File: src/rtl/sadc_pkg.sv
package sadc_pkg;
   // Conversion timing in master clock cycles
   localparam int unsigned SADC_RES_BITS      = 16;
   localparam int unsigned SADC_CONV_CYCLES   = 66;
   localparam int unsigned SADC_FREE_PERIOD   = 80;
   localparam int unsigned SADC_COARSE_CYCLES = 6;
   localparam int unsigned SADC_SCLK_DIV      = 4;
   localparam logic [6:0]  SADC_CONV_LAST     = 7'(SADC_CONV_CYCLES - 1);
   localparam logic [6:0]  SADC_FREE_LAST     = 7'(SADC_FREE_PERIOD - 1);
   localparam logic [2:0]  SADC_COARSE_LAST   = 3'(SADC_COARSE_CYCLES - 1);
   localparam logic [4:0]  SADC_SHIFT_DONE    = 5'(SADC_RES_BITS);

   // Register map, byte addresses
   localparam int unsigned SADC_ADDR_W     = 4;
   localparam logic [3:0]  SADC_OFS_CTRL   = 4'h0;
   localparam logic [3:0]  SADC_OFS_STATUS = 4'h4;
   localparam logic [3:0]  SADC_OFS_RESULT = 4'h8;

   // Control register fields
   localparam int unsigned SADC_CTRL_W       = 6;
   localparam int unsigned SADC_BIT_SCKDIR   = 0;
   localparam int unsigned SADC_BIT_OUTTIME  = 1;
   localparam int unsigned SADC_BIT_BIPOLAR  = 2;
   localparam int unsigned SADC_BIT_TWOS     = 3;
   localparam int unsigned SADC_BIT_CHANSEL  = 4;
   localparam int unsigned SADC_BIT_FORCE    = 5;
   localparam logic [5:0]  SADC_CTRL_RESET   = 6'h03;

   // Bus responses
   localparam logic [1:0]  SADC_RESP_OKAY   = 2'h0;
   localparam logic [1:0]  SADC_RESP_SLVERR = 2'h2;

   // Track and convert phases, gray along coarse, fine, convert
   typedef enum logic [1:0] {
      SADC_COARSE = 2'h0,
      SADC_FINE   = 2'h1,
      SADC_CONV   = 2'h3
   } sadc_state_e;
endpackage

File: src/rtl/sadc_ctrl.sv
// Added by the designer: the AXI4-Lite slave port and the register addresses.
module sadc_ctrl
   import sadc_pkg::*;
(
   input  wire logic                   CLK_SYS_IN,
   input  wire logic                   RST_IN,
   input  wire logic                   SAMPLE_STROBE_IN,
   input  wire logic                   SERIAL_CLOCK_IN,
   input  wire logic                   COMPARE_IN,
   output logic                        TRACK_HOLD_OUT,
   output logic                        COARSE_CHARGE_OUT,
   output logic                        RANGE_BIPOLAR_OUT,
   output logic [SADC_RES_BITS-1:0]    DAC_TRIAL_OUT,
   output logic                        MUX_SELECT_OUT,
   output logic                        CHANNEL_OUT,
   output logic                        CHANNEL_OE_OUT,
   output logic                        SERIAL_CLOCK_OUT,
   output logic                        SERIAL_CLOCK_OE_OUT,
   output logic                        SERIAL_RESULT_OUT,
   input  wire logic [SADC_ADDR_W-1:0] S_AXI_AWADDR_IN,
   input  wire logic                   S_AXI_AWVALID_IN,
   output logic                        S_AXI_AWREADY_OUT,
   input  wire logic [31:0]            S_AXI_WDATA_IN,
   input  wire logic [3:0]             S_AXI_WSTRB_IN,
   input  wire logic                   S_AXI_WVALID_IN,
   output logic                        S_AXI_WREADY_OUT,
   output logic [1:0]                  S_AXI_BRESP_OUT,
   output logic                        S_AXI_BVALID_OUT,
   input  wire logic                   S_AXI_BREADY_IN,
   input  wire logic [SADC_ADDR_W-1:0] S_AXI_ARADDR_IN,
   input  wire logic                   S_AXI_ARVALID_IN,
   output logic                        S_AXI_ARREADY_OUT,
   output logic [31:0]                 S_AXI_RDATA_OUT,
   output logic [1:0]                  S_AXI_RRESP_OUT,
   output logic                        S_AXI_RVALID_OUT,
   input  wire logic                   S_AXI_RREADY_IN
);
   sadc_state_e                state;
   logic [SADC_CTRL_W-1:0]     ctrl;
   logic [6:0]                 conv_cnt;
   logic [6:0]                 free_cnt;
   logic [2:0]                 coarse_cnt;
   logic [2:0]                 strobe_sync;
   logic [2:0]                 sclk_sync;
   logic [SADC_RES_BITS-1:0]   dac;
   logic [SADC_RES_BITS-1:0]   pending;
   logic [SADC_RES_BITS-1:0]   result;
   logic [SADC_RES_BITS-1:0]   shifter;
   logic [4:0]                 shift_cnt;
   logic                       ser_out;
   logic                       sclk_int;
   logic                       free_chan;
   logic                       aw_got;
   logic                       w_got;
   logic [SADC_ADDR_W-1:0]     awaddr_r;
   logic [31:0]                wdata_r;
   logic [3:0]                 wstrb_r;
   logic                       bvalid;
   logic [1:0]                 bresp;
   logic                       rvalid;
   logic [1:0]                 rresp;
   logic [31:0]                rdata;
   logic                       ext_clk;
   logic                       pipelined;
   logic                       free_mode;
   logic                       twos;
   logic                       converting;
   logic                       strobe_fall;
   logic                       sclk_fall;
   logic                       start;
   logic                       conv_end;
   logic [3:0]                 bit_idx;
   logic [SADC_RES_BITS-1:0]   next_coded;
   logic                       aw_hs;
   logic                       w_hs;
   logic                       do_wr;
   logic [SADC_ADDR_W-1:0]     wr_addr;
   logic [31:0]                wr_data;
   logic [3:0]                 wr_strb;

   // Mode decode from the two select bits
   assign ext_clk    = ctrl[SADC_BIT_SCKDIR];
   assign pipelined  = ctrl[SADC_BIT_SCKDIR] & ctrl[SADC_BIT_OUTTIME];
   assign free_mode  = ~ctrl[SADC_BIT_SCKDIR] & ~ctrl[SADC_BIT_OUTTIME];
   assign twos       = ctrl[SADC_BIT_TWOS];
   assign converting = (state == SADC_CONV);
   assign conv_end   = converting && (conv_cnt == SADC_CONV_LAST);
   assign bit_idx    = ~conv_cnt[5:2];
   // Pin synchronisers, third stage only for edge finding
   always_ff @(posedge CLK_SYS_IN) begin
      if (RST_IN) begin
         strobe_sync <= 3'h7;
         sclk_sync   <= 3'h7;
      end else begin
         strobe_sync <= {strobe_sync[1:0], SAMPLE_STROBE_IN};
         sclk_sync   <= {sclk_sync[1:0], SERIAL_CLOCK_IN};
      end
   end
   assign strobe_fall = strobe_sync[2] & ~strobe_sync[1];
   assign sclk_fall   = sclk_sync[2] & ~sclk_sync[1];
   // Start source: timer in free-run, strobe fall otherwise
   assign start = free_mode ? (free_cnt == 7'h00)
                            : (strobe_fall && !converting);
   // Free-run period timer
   always_ff @(posedge CLK_SYS_IN) begin
      if (RST_IN || !free_mode) begin
         free_cnt <= 7'h01;
      end else if (free_cnt == SADC_FREE_LAST) begin
         free_cnt <= 7'h00;
      end else begin
         free_cnt <= free_cnt + 7'h01;
      end
   end
   // Track and convert sequencing
   always_ff @(posedge CLK_SYS_IN) begin
      if (RST_IN) begin
         state      <= SADC_COARSE;
         conv_cnt   <= 7'h00;
         coarse_cnt <= 3'h0;
      end else begin
         unique case (state)
            SADC_COARSE, SADC_FINE: begin
               if (start) begin
                  state    <= SADC_CONV;
                  conv_cnt <= 7'h00;
               end else if (state == SADC_COARSE) begin
                  if (coarse_cnt == SADC_COARSE_LAST) begin
                     state <= SADC_FINE;
                  end
                  coarse_cnt <= coarse_cnt + 3'h1;
               end
            end
            SADC_CONV: begin
               conv_cnt <= conv_cnt + 7'h01;
               if (conv_end) begin
                  state      <= SADC_COARSE;
                  coarse_cnt <= 3'h0;
               end
            end
            default: begin
               state <= SADC_COARSE;
            end
         endcase
      end
   end
   // Successive approximation and internal shift clock
   always_ff @(posedge CLK_SYS_IN) begin
      if (RST_IN) begin
         dac      <= 16'h0000;
         sclk_int <= 1'b1;
      end else if (start && !converting) begin
         dac      <= 16'h8000;
         sclk_int <= 1'b1;
      end else if (converting && !conv_cnt[6]) begin
         if (conv_cnt[1:0] == 2'h1) begin
            dac[bit_idx] <= COMPARE_IN;
            sclk_int     <= 1'b0;
         end else if (conv_cnt[1:0] == 2'h3) begin
            sclk_int <= 1'b1;
            if (bit_idx != 4'h0) begin
               dac[bit_idx - 4'h1] <= 1'b1;
            end
         end
      end
   end
   // Output coding applied to the finished code
   assign next_coded = {dac[15] ^ twos, dac[14:0]};
   // Result holding for register read and pipelined transfer
   always_ff @(posedge CLK_SYS_IN) begin
      if (RST_IN) begin
         pending <= 16'h0000;
         result  <= 16'h0000;
      end else if (conv_end) begin
         pending <= next_coded;
         result  <= next_coded;
      end
   end
   // Serial port shifter and data pin
   always_ff @(posedge CLK_SYS_IN) begin
      if (RST_IN) begin
         shifter   <= 16'hffff;
         shift_cnt <= SADC_SHIFT_DONE;
         ser_out   <= 1'b1;
      end else if (!ext_clk) begin
         shift_cnt <= SADC_SHIFT_DONE;
         if (converting && !conv_cnt[6] && conv_cnt[1:0] == 2'h1) begin
            ser_out <= COMPARE_IN ^ (twos && bit_idx == 4'hf);
         end
      end else if (start && pipelined) begin
         shifter   <= pending;
         ser_out   <= pending[15];
         shift_cnt <= 5'h00;
      end else if (start) begin
         shifter   <= 16'hffff;
         ser_out   <= 1'b1;
         shift_cnt <= SADC_SHIFT_DONE;
      end else if (conv_end && !pipelined) begin
         shifter   <= next_coded;
         ser_out   <= next_coded[15];
         shift_cnt <= 5'h00;
      end else if (sclk_fall) begin
         shifter <= {shifter[14:0], 1'b1};
         ser_out <= shifter[14];
         if (shift_cnt != SADC_SHIFT_DONE) begin
            shift_cnt <= shift_cnt + 5'h01;
         end
      end
   end
   // Free-run channel alternation
   always_ff @(posedge CLK_SYS_IN) begin
      if (RST_IN) begin
         free_chan <= 1'b0;
      end else if (free_mode && start) begin
         free_chan <= ~free_chan;
      end
   end
   // Analog side controls
   assign TRACK_HOLD_OUT      = converting;
   assign COARSE_CHARGE_OUT   = (state == SADC_COARSE)
                                || (!converting && ctrl[SADC_BIT_FORCE]);
   assign RANGE_BIPOLAR_OUT   = ctrl[SADC_BIT_BIPOLAR];
   assign DAC_TRIAL_OUT       = dac;
   assign MUX_SELECT_OUT      = free_mode ? free_chan : ctrl[SADC_BIT_CHANSEL];
   assign CHANNEL_OUT         = free_chan;
   assign CHANNEL_OE_OUT      = free_mode;
   assign SERIAL_CLOCK_OUT    = sclk_int;
   assign SERIAL_CLOCK_OE_OUT = !ext_clk;
   assign SERIAL_RESULT_OUT   = ser_out;

   // Bus write channel, address and data in either order
   assign S_AXI_AWREADY_OUT = !aw_got && !bvalid;
   assign S_AXI_WREADY_OUT  = !w_got && !bvalid;
   assign aw_hs   = S_AXI_AWVALID_IN && S_AXI_AWREADY_OUT;
   assign w_hs    = S_AXI_WVALID_IN && S_AXI_WREADY_OUT;
   assign do_wr   = (aw_got || aw_hs) && (w_got || w_hs);
   assign wr_addr = aw_got ? awaddr_r : S_AXI_AWADDR_IN;
   assign wr_data = w_got ? wdata_r : S_AXI_WDATA_IN;
   assign wr_strb = w_got ? wstrb_r : S_AXI_WSTRB_IN;

   always_ff @(posedge CLK_SYS_IN) begin
      if (RST_IN) begin
         aw_got   <= 1'b0;
         w_got    <= 1'b0;
         awaddr_r <= 4'h0;
         wdata_r  <= 32'h00000000;
         wstrb_r  <= 4'h0;
         bvalid   <= 1'b0;
         bresp    <= SADC_RESP_OKAY;
      end else if (do_wr) begin
         aw_got <= 1'b0;
         w_got  <= 1'b0;
         bvalid <= 1'b1;
         bresp  <= (wr_addr[1:0] == 2'h0 && wr_addr <= SADC_OFS_RESULT)
                   ? SADC_RESP_OKAY : SADC_RESP_SLVERR;
      end else begin
         if (aw_hs) begin
            aw_got   <= 1'b1;
            awaddr_r <= S_AXI_AWADDR_IN;
         end
         if (w_hs) begin
            w_got   <= 1'b1;
            wdata_r <= S_AXI_WDATA_IN;
            wstrb_r <= S_AXI_WSTRB_IN;
         end
         if (bvalid && S_AXI_BREADY_IN) begin
            bvalid <= 1'b0;
         end
      end
   end

   // Control register, low byte lane only
   always_ff @(posedge CLK_SYS_IN) begin
      if (RST_IN) begin
         ctrl <= SADC_CTRL_RESET;
      end else if (do_wr && wr_addr == SADC_OFS_CTRL && wr_strb[0]) begin
         ctrl <= wr_data[SADC_CTRL_W-1:0];
      end
   end

   assign S_AXI_BVALID_OUT = bvalid;
   assign S_AXI_BRESP_OUT  = bresp;

   // Bus read channel
   assign S_AXI_ARREADY_OUT = !rvalid;

   always_ff @(posedge CLK_SYS_IN) begin
      if (RST_IN) begin
         rvalid <= 1'b0;
         rresp  <= SADC_RESP_OKAY;
         rdata  <= 32'h00000000;
      end else if (S_AXI_ARVALID_IN && !rvalid) begin
         rvalid <= 1'b1;
         rresp  <= SADC_RESP_OKAY;
         unique case (S_AXI_ARADDR_IN)
            SADC_OFS_CTRL:   rdata <= {26'h0, ctrl};
            SADC_OFS_STATUS: rdata <= {22'h0, shift_cnt, free_chan, COARSE_CHARGE_OUT, 1'b0, state};
            SADC_OFS_RESULT: rdata <= {16'h0, result};
            default: begin
               rdata <= 32'h00000000;
               rresp <= SADC_RESP_SLVERR;
            end
         endcase
      end else if (rvalid && S_AXI_RREADY_IN) begin
         rvalid <= 1'b0;
      end
   end

   assign S_AXI_RVALID_OUT = rvalid;
   assign S_AXI_RDATA_OUT  = rdata;
   assign S_AXI_RRESP_OUT  = rresp;
endmodule

File: config.mk
export PLATFORM = sky130hd
export DESIGN_NAME = sadc_ctrl
export DESIGN_NICKNAME = d
export VERILOG_FILES = /design/src/rtl/sadc_pkg.sv /design/src/rtl/sadc_ctrl.sv
export SDC_FILE = /design/constraint.sdc
export NUM_CORES = 1
export LEC_CHECK = 0
export CAP_MARGIN = 15
export CORE_MARGIN = 3
export CORE_UTILIZATION = 55
export CTS_CLUSTER_SIZE = 30
export DETAILED_ROUTE_END_ITERATION = 7
export DONT_BUFFER_PORTS = 1
export PLACE_DENSITY = 0.8
export SLEW_MARGIN = 10
export SYNTH_ARGS = -nofsm -noshare
export SYNTH_HDL_FRONTEND = slang
export SYNTH_SLANG_ARGS = --single-unit
export TNS_END_PERCENT = 100
File: constraint.sdc
create_clock -name CLK_SYS_IN -period 5.2 [get_ports CLK_SYS_IN]
set_input_delay 0.78 -clock CLK_SYS_IN [delete_from_list [all_inputs] [get_ports CLK_SYS_IN]]
set_output_delay 0.78 -clock CLK_SYS_IN [all_outputs]
set_load 0.02 [all_outputs]
After elaboration in Yosys (flattened, before gate mapping):

Index checks and enable logic that the tools add are counted.

* register bits after elaboration: 137
* input bits: 54
* word-level logic and storage cells: 192
* output and inout port bits: 66

* mux-type cells: 51
* $add $sub $neg: 5
* reduce and logical (&&, ||, !) cells: 72
* magnitude comparators: 5
* bitwise gates (word level): 14
* equal/unequal tests: 18

Operator list (number)
* $mux W16: 5
* $mux W15: 4
* $pmux W16 S3: 1
* $mux W5: 5
* $logic_and A1 B1 Y1: 23
* $mux W1: 18
* $bwmux W16: 1
* $or A16 B16 Y16: 1
* $reduce_and A2 Y1: 8
* $add A7 B1 Y7 const B: 2
* $eq A7 B7 Y1 const B: 2
* $pmux W7 S2: 1
* $reduce_bool A2 Y1: 7
* $mux W2: 6
* $reduce_bool A4 Y1: 3
* $lt A4 B5 Y1 const B: 2
* $reduce_or A2 Y1: 5
* $logic_not A1 Y1: 9
* $mux W3: 3
* $reduce_and A3 Y1: 3
* $demux W1 S4: 2
* $eq A4 B4 Y1 const B: 2
* $ge A4 B1 Y1 const B: 2
* $logic_not A4 Y1: 2
* 29 further kinds: 48

Depth between registers and ports, before layout:

* word-level depth: 12
* depth in mapped cells: 9
* gate-level depth less buffers: 7

Least setup slack after synthesis:

Ideal clock, no wire load.

* path type: in2reg
* start point: in S_AXI_AWADDR_IN[0]
* end point: reg ctrl[0]
* cell stages on the path: 4
* data required time: 5.080 ns
* path slack: 2.926 ns
* path buffers: 0
* arrival: 2.154 ns
* setup time: 0.120 ns
* path through: or3_1 > a221oi_1 > nand4_1 > a211o_1

* word-level cells in the longest chain between the ends: 4

RTL lines
* start, declared: line sadc_ctrl.sv:20 `input wire logic [SADC_ADDR_W-1:0] S_AXI_AWADDR_IN,`
* $mux W4: line sadc_ctrl.sv:236 `assign wr_addr = aw_got ? awaddr_r : S_AXI_AWADDR_IN;`
* $logic_not A4 Y1: line sadc_ctrl.sv:275 `end else if (do_wr && wr_addr == SADC_OFS_CTRL && wr_strb[0]) begin`
* $logic_and A1 B1 Y1 (2 in a row): line sadc_ctrl.sv:275
* end signal, assigned: line sadc_ctrl.sv:276 `ctrl <= wr_data[SADC_CTRL_W-1:0];`
* end, declared: line sadc_ctrl.sv:39 `logic [SADC_CTRL_W-1:0] ctrl;`

No other way between the ends.
A chain may end at the register's enable or synchronous reset.

Final worst setup path:

* start point: reg state[0]
* end point: reg shifter[14]

* word-level cells in the longest chain between the ends: 7
* elaborated cells on any way between the ends: 12
* classes of those cells: 1 x eq/ne; 4 x mux; 7 x reduce/logical

RTL lines
* start, declared: line sadc_ctrl.sv:38 `sadc_state_e state;`
* start signal, assigned: line sadc_ctrl.sv:117 `state <= SADC_COARSE;`
* start signal, assigned: line sadc_ctrl.sv:124 `state <= SADC_CONV;`
* start signal, assigned: line sadc_ctrl.sv:128 `state <= SADC_FINE;`
* $eq A2 B2 Y1 *: line sadc_ctrl.sv:86 `assign converting = (state == SADC_CONV);`
* $logic_not A1 Y1: line sadc_ctrl.sv:103 `: (strobe_fall && !converting);`
* $logic_and A1 B1 Y1: line sadc_ctrl.sv:103
* $mux W1: line sadc_ctrl.sv:102 `assign start = free_mode ? (free_cnt == 7'h00)`
* $logic_and A1 B1 Y1: line sadc_ctrl.sv:189 `end else if (start && pipelined) begin`
* $reduce_bool A4 Y1 (no line)
* $reduce_and A2 Y1 (no line)
* end signal, assigned: line sadc_ctrl.sv:190 `shifter <= pending;`
* end signal, assigned: line sadc_ctrl.sv:198 `shifter <= next_coded;`
* end signal, assigned: line sadc_ctrl.sv:202 `shifter <= {shifter[14:0], 1'b1};`
* end, declared: line sadc_ctrl.sv:48 `logic [SADC_RES_BITS-1:0] shifter;`

Mark *: on every way between the ends. The rest lies on a longest branch, timed or not.

==> flow_metrics.tcl <==
set metrics [dict create \
    worstSetupPathType "register to register" \
    whs_path_depth 1 \
    swShare_pct 22.3 \
    cap_violations 0 \
    max-slew-margin-rel_pct 22.9 \
    seq_area_mm2 0.00238 \
    r2r_cells 6 \
    antenna_found_initial 0 \
    clkPwrFrac_pct 52.3 \
    coreArea_mm2 0.00995 \
    ctsHoldBuffers 0 \
    min_from "RST_IN" \
    ant_nets 0 \
    final_layout_size_suffix_gt1_share_pct 10.2 \
    seqPwrFrac_pct 41.8 \
    cts.path.max_buffers 2 \
    hold_class "input port to register" \
    grt_max_degree 98 \
    fp.dieW_um 108 \
    port_buffers 0 \
    clk_pin_slew_ns 0.06 \
    place_congestion 0.877 \
    viasPerCell 6.04 \
    n_antenna_cell 0 \
    die_area_mm2 0.0117 \
    std_cell_rows 36 \
    grt_pass1_vias 4481 \
    drtIter0Drc 503 \
    skew_ns 0.00829 \
    postSynthCellCount 681 \
    r2r_end "shifter[14]" \
    holdWs_ns 0.345 \
    wl_per_cell_um 17.7 \
    period_minus_slack_ns 3.08 \
    htreeDepth 4 \
    finalSetupViolations 0 \
    nFillCells 847 \
    hpwl_um 9250 \
    grt_usage_pct 24.2 \
    vias 4760 \
    synth.distinct_cells 57 \
    finalSetupTns_ns 0 \
    peakVddDrop_mv 0.323 \
    p_int_mw 1.83 \
    timing.fmax_mhz 325 \
    r2r_slack_ns 2.12 \
    io_pins 120 \
    p_leak_nw 2.28 \
    crit_path_max_fanout 26 \
    status "complete, no violations" \
    drt-total-wl_um 13900 \
    yosysWarnings 0 \
    power.switching_uw 525 \
    cts_sinks 119 \
    die_height_um 108 \
    yosys_most_used_dff "dfxtp_1" \
    cts_resized 0 \
    post_cts_buffers 0 \
    start_util_pct 57.7 \
    end_kind "register" \
    synth_edf_count 0 \
    fin_cells 788 \
    fin_crit_sh_pct 59.2 \
    syn_area_per_cell_um2 8.44 \
    multi_input_area_mm2 0.00291 \
    clock_latency_ns 0.52 \
    grt_overflow 0 \
    ys_async_sr_fraction_pct 0 \
    reg2reg_from "state[0]" \
    finalHoldViolations 0 \
    cp.required_ns 5.61 \
    area_growth_pct 7.40 \
    grt_pass1_wl_um 22300 \
    rsz0062_at_grt "false" \
    cts_made_buffers 17 \
    syn_area_mm2 0.00575 \
    cts-root-buf "clkbuf_8" \
    ys_ff_latch 119 \
    powerDensity_mw_per_mm2 381 \
    cts_tree "yes" \
    nNetsFinal 704 \
    drc 0 \
    comb_power_share_pct 5.9 \
    min_to "coarse_cnt[0]" \
    placed_cells_incl_taps 754 \
    report.final.slew_viol_count 0 \
    worstMarginPinSlew_ns 1.15 \
    worst_setup_path_start_kind "register" \
    cp.arrival_ns 3.48 \
    first_pass_iters 5 \
    yosysSeqAreaShare_pct 41.5 \
]
## layout make-up
| type | count | share of cell area (%) |
|---|---|---|
| clock inverters | 8 | 2.31 |
| multi-input cells | 484 | 47.2 |
| inverters | 17 | 1.03 |
| well taps | 133 | 2.70 |
| repair buffers | 3 | 0.365 |
| flip-flops and latches | 119 | 38.6 |
| clock buffers | 24 | 7.79 |
## cell usage after synthesis, drive strengths merged (3+ instances only)
library cell	number	area share, %
a211o	4	0.61
a21oi	60	5.2
a221oi	23	4.4
a22oi	5	0.65
a31oi	3	0.33
and3	4	0.44
buf	43	5.6
clkbuf	35	2.3
dfxtp	119	41
ha	8	1.7
inv	17	1.1
mux2	11	2.2
mux2i	22	3.8
nand2	76	5.0
nand2b	7	0.76
nand3	18	1.6
nand4	7	0.76
nor2	86	5.6
nor2b	6	0.65
nor3	24	2.2
nor4	6	0.65
nor4b	3	0.83
o21ai	16	1.4
o22ai	4	0.44
o31ai	17	2.2
or2	8	0.87
or3	4	0.44
or4	3	0.46
xnor2	8	1.2
xor2	8	1.2
## placed cells by master, fill, tap and decap left out, drive strengths merged, types with 6 or more instances in the layout
cell type	instances
a21oi	60
a221oi	23
clkbuf	24
conb	18
dfxtp	119
ha	8
inv	17
mux2	11
mux2i	22
nand2	76
nand2b	7
nand3	18
nand4	7
nor2	86
nor2b	6
nor3	24
nor4	6
o21ai	16
o31ai	17
or2	8
xnor2	8
xor2	8
## power groups by stage
stage	sequential [mW]	clock (mW)	combinational (mW)
global route	0.986	1.29	0.154
global placement	1.00	0	0.129
finish	0.983	1.23	0.138
CTS	0.983	1.24	0.136
detailed placement	1.00	0	0.134
floorplan	0.988	0	0.143
## worst max-delay path: stages (launching register included)
cell	delay (ns)
dfxtp_1	0.56
nand2_1	0.41
a32o_1	0.68
o31ai_2	0.55
buf_4	0.35
a311oi_1	0.09
a211o_1	0.31
## registers in the layout, summed over array words and instances, names as in the netlist, 4 cells and up
name and cells:
shifter 15, shift_cnt 5, DAC_TRIAL_OUT 16, S_AXI_RDATA_OUT 16, result 16, awaddr_r 4
ctrl 6, free_cnt 7, wdata_r 6, conv_cnt 7
## cells by family (layout without fill, tap and decap cells)
logic type               Yosys count  count (layout)  share of synthesized area [%]
AO/OA/AOI/OAI                    148             148                           17.6
XOR/XNOR                          16              16                           2.44
adder cells (fa/ha/maj)            9               9                           1.92
buffers and inverters             95              52                           9.04
flip-flops                       119             119                           41.5
multiplexers                      33              33                           5.99
other                              1              18                         0.0653
AND/OR/NAND/NOR                  260             260                           21.5
## worst max path at each step
| stage | start | endpoint | slack, ns |
|---|---|---|---|
| 2_1_floorplan | S_AXI_AWADDR_IN[0] | ctrl[0] | 2.93 |
| 3_3_place_gp | conv_cnt[4] | shifter[0] | 2.26 |
| 3_5_place_dp | conv_cnt[4] | shifter[0] | 2.21 |
| 4_1_cts | state[0] | shifter[14] | 2.18 |
| 5_1_grt | state[0] | shifter[14] | 1.95 |
| 6_report | state[0] | shifter[14] | 2.12 |
## stage by stage
stage          setup WS (ns)  cell area, µm²  total power, mW  util, %
3_5_place_dp            2.21            5530             1.14     55.6
5_1_grt                 1.95            6170             2.43     62.0
6_report                2.12            6170             2.35     62.0
2_1_floorplan           2.93            5810             1.13        -
3_3_place_gp            2.26            5530             1.13     55.6
4_1_cts                 2.18            6160             2.36     61.8
## routing by layer
metal | part of all wire, % | vias up | GRT usage (%)
li1 | - | 2281 | -
met1 | 41 | 2242 | 29.1
met2 | 49 | 206 | 39.7
met3 | 7.7 | 31 | 7.28
met4 | 2.6 | 0 | 11.5
met5 | 0 | - | 0
Power figures use the tool's default switching activity.
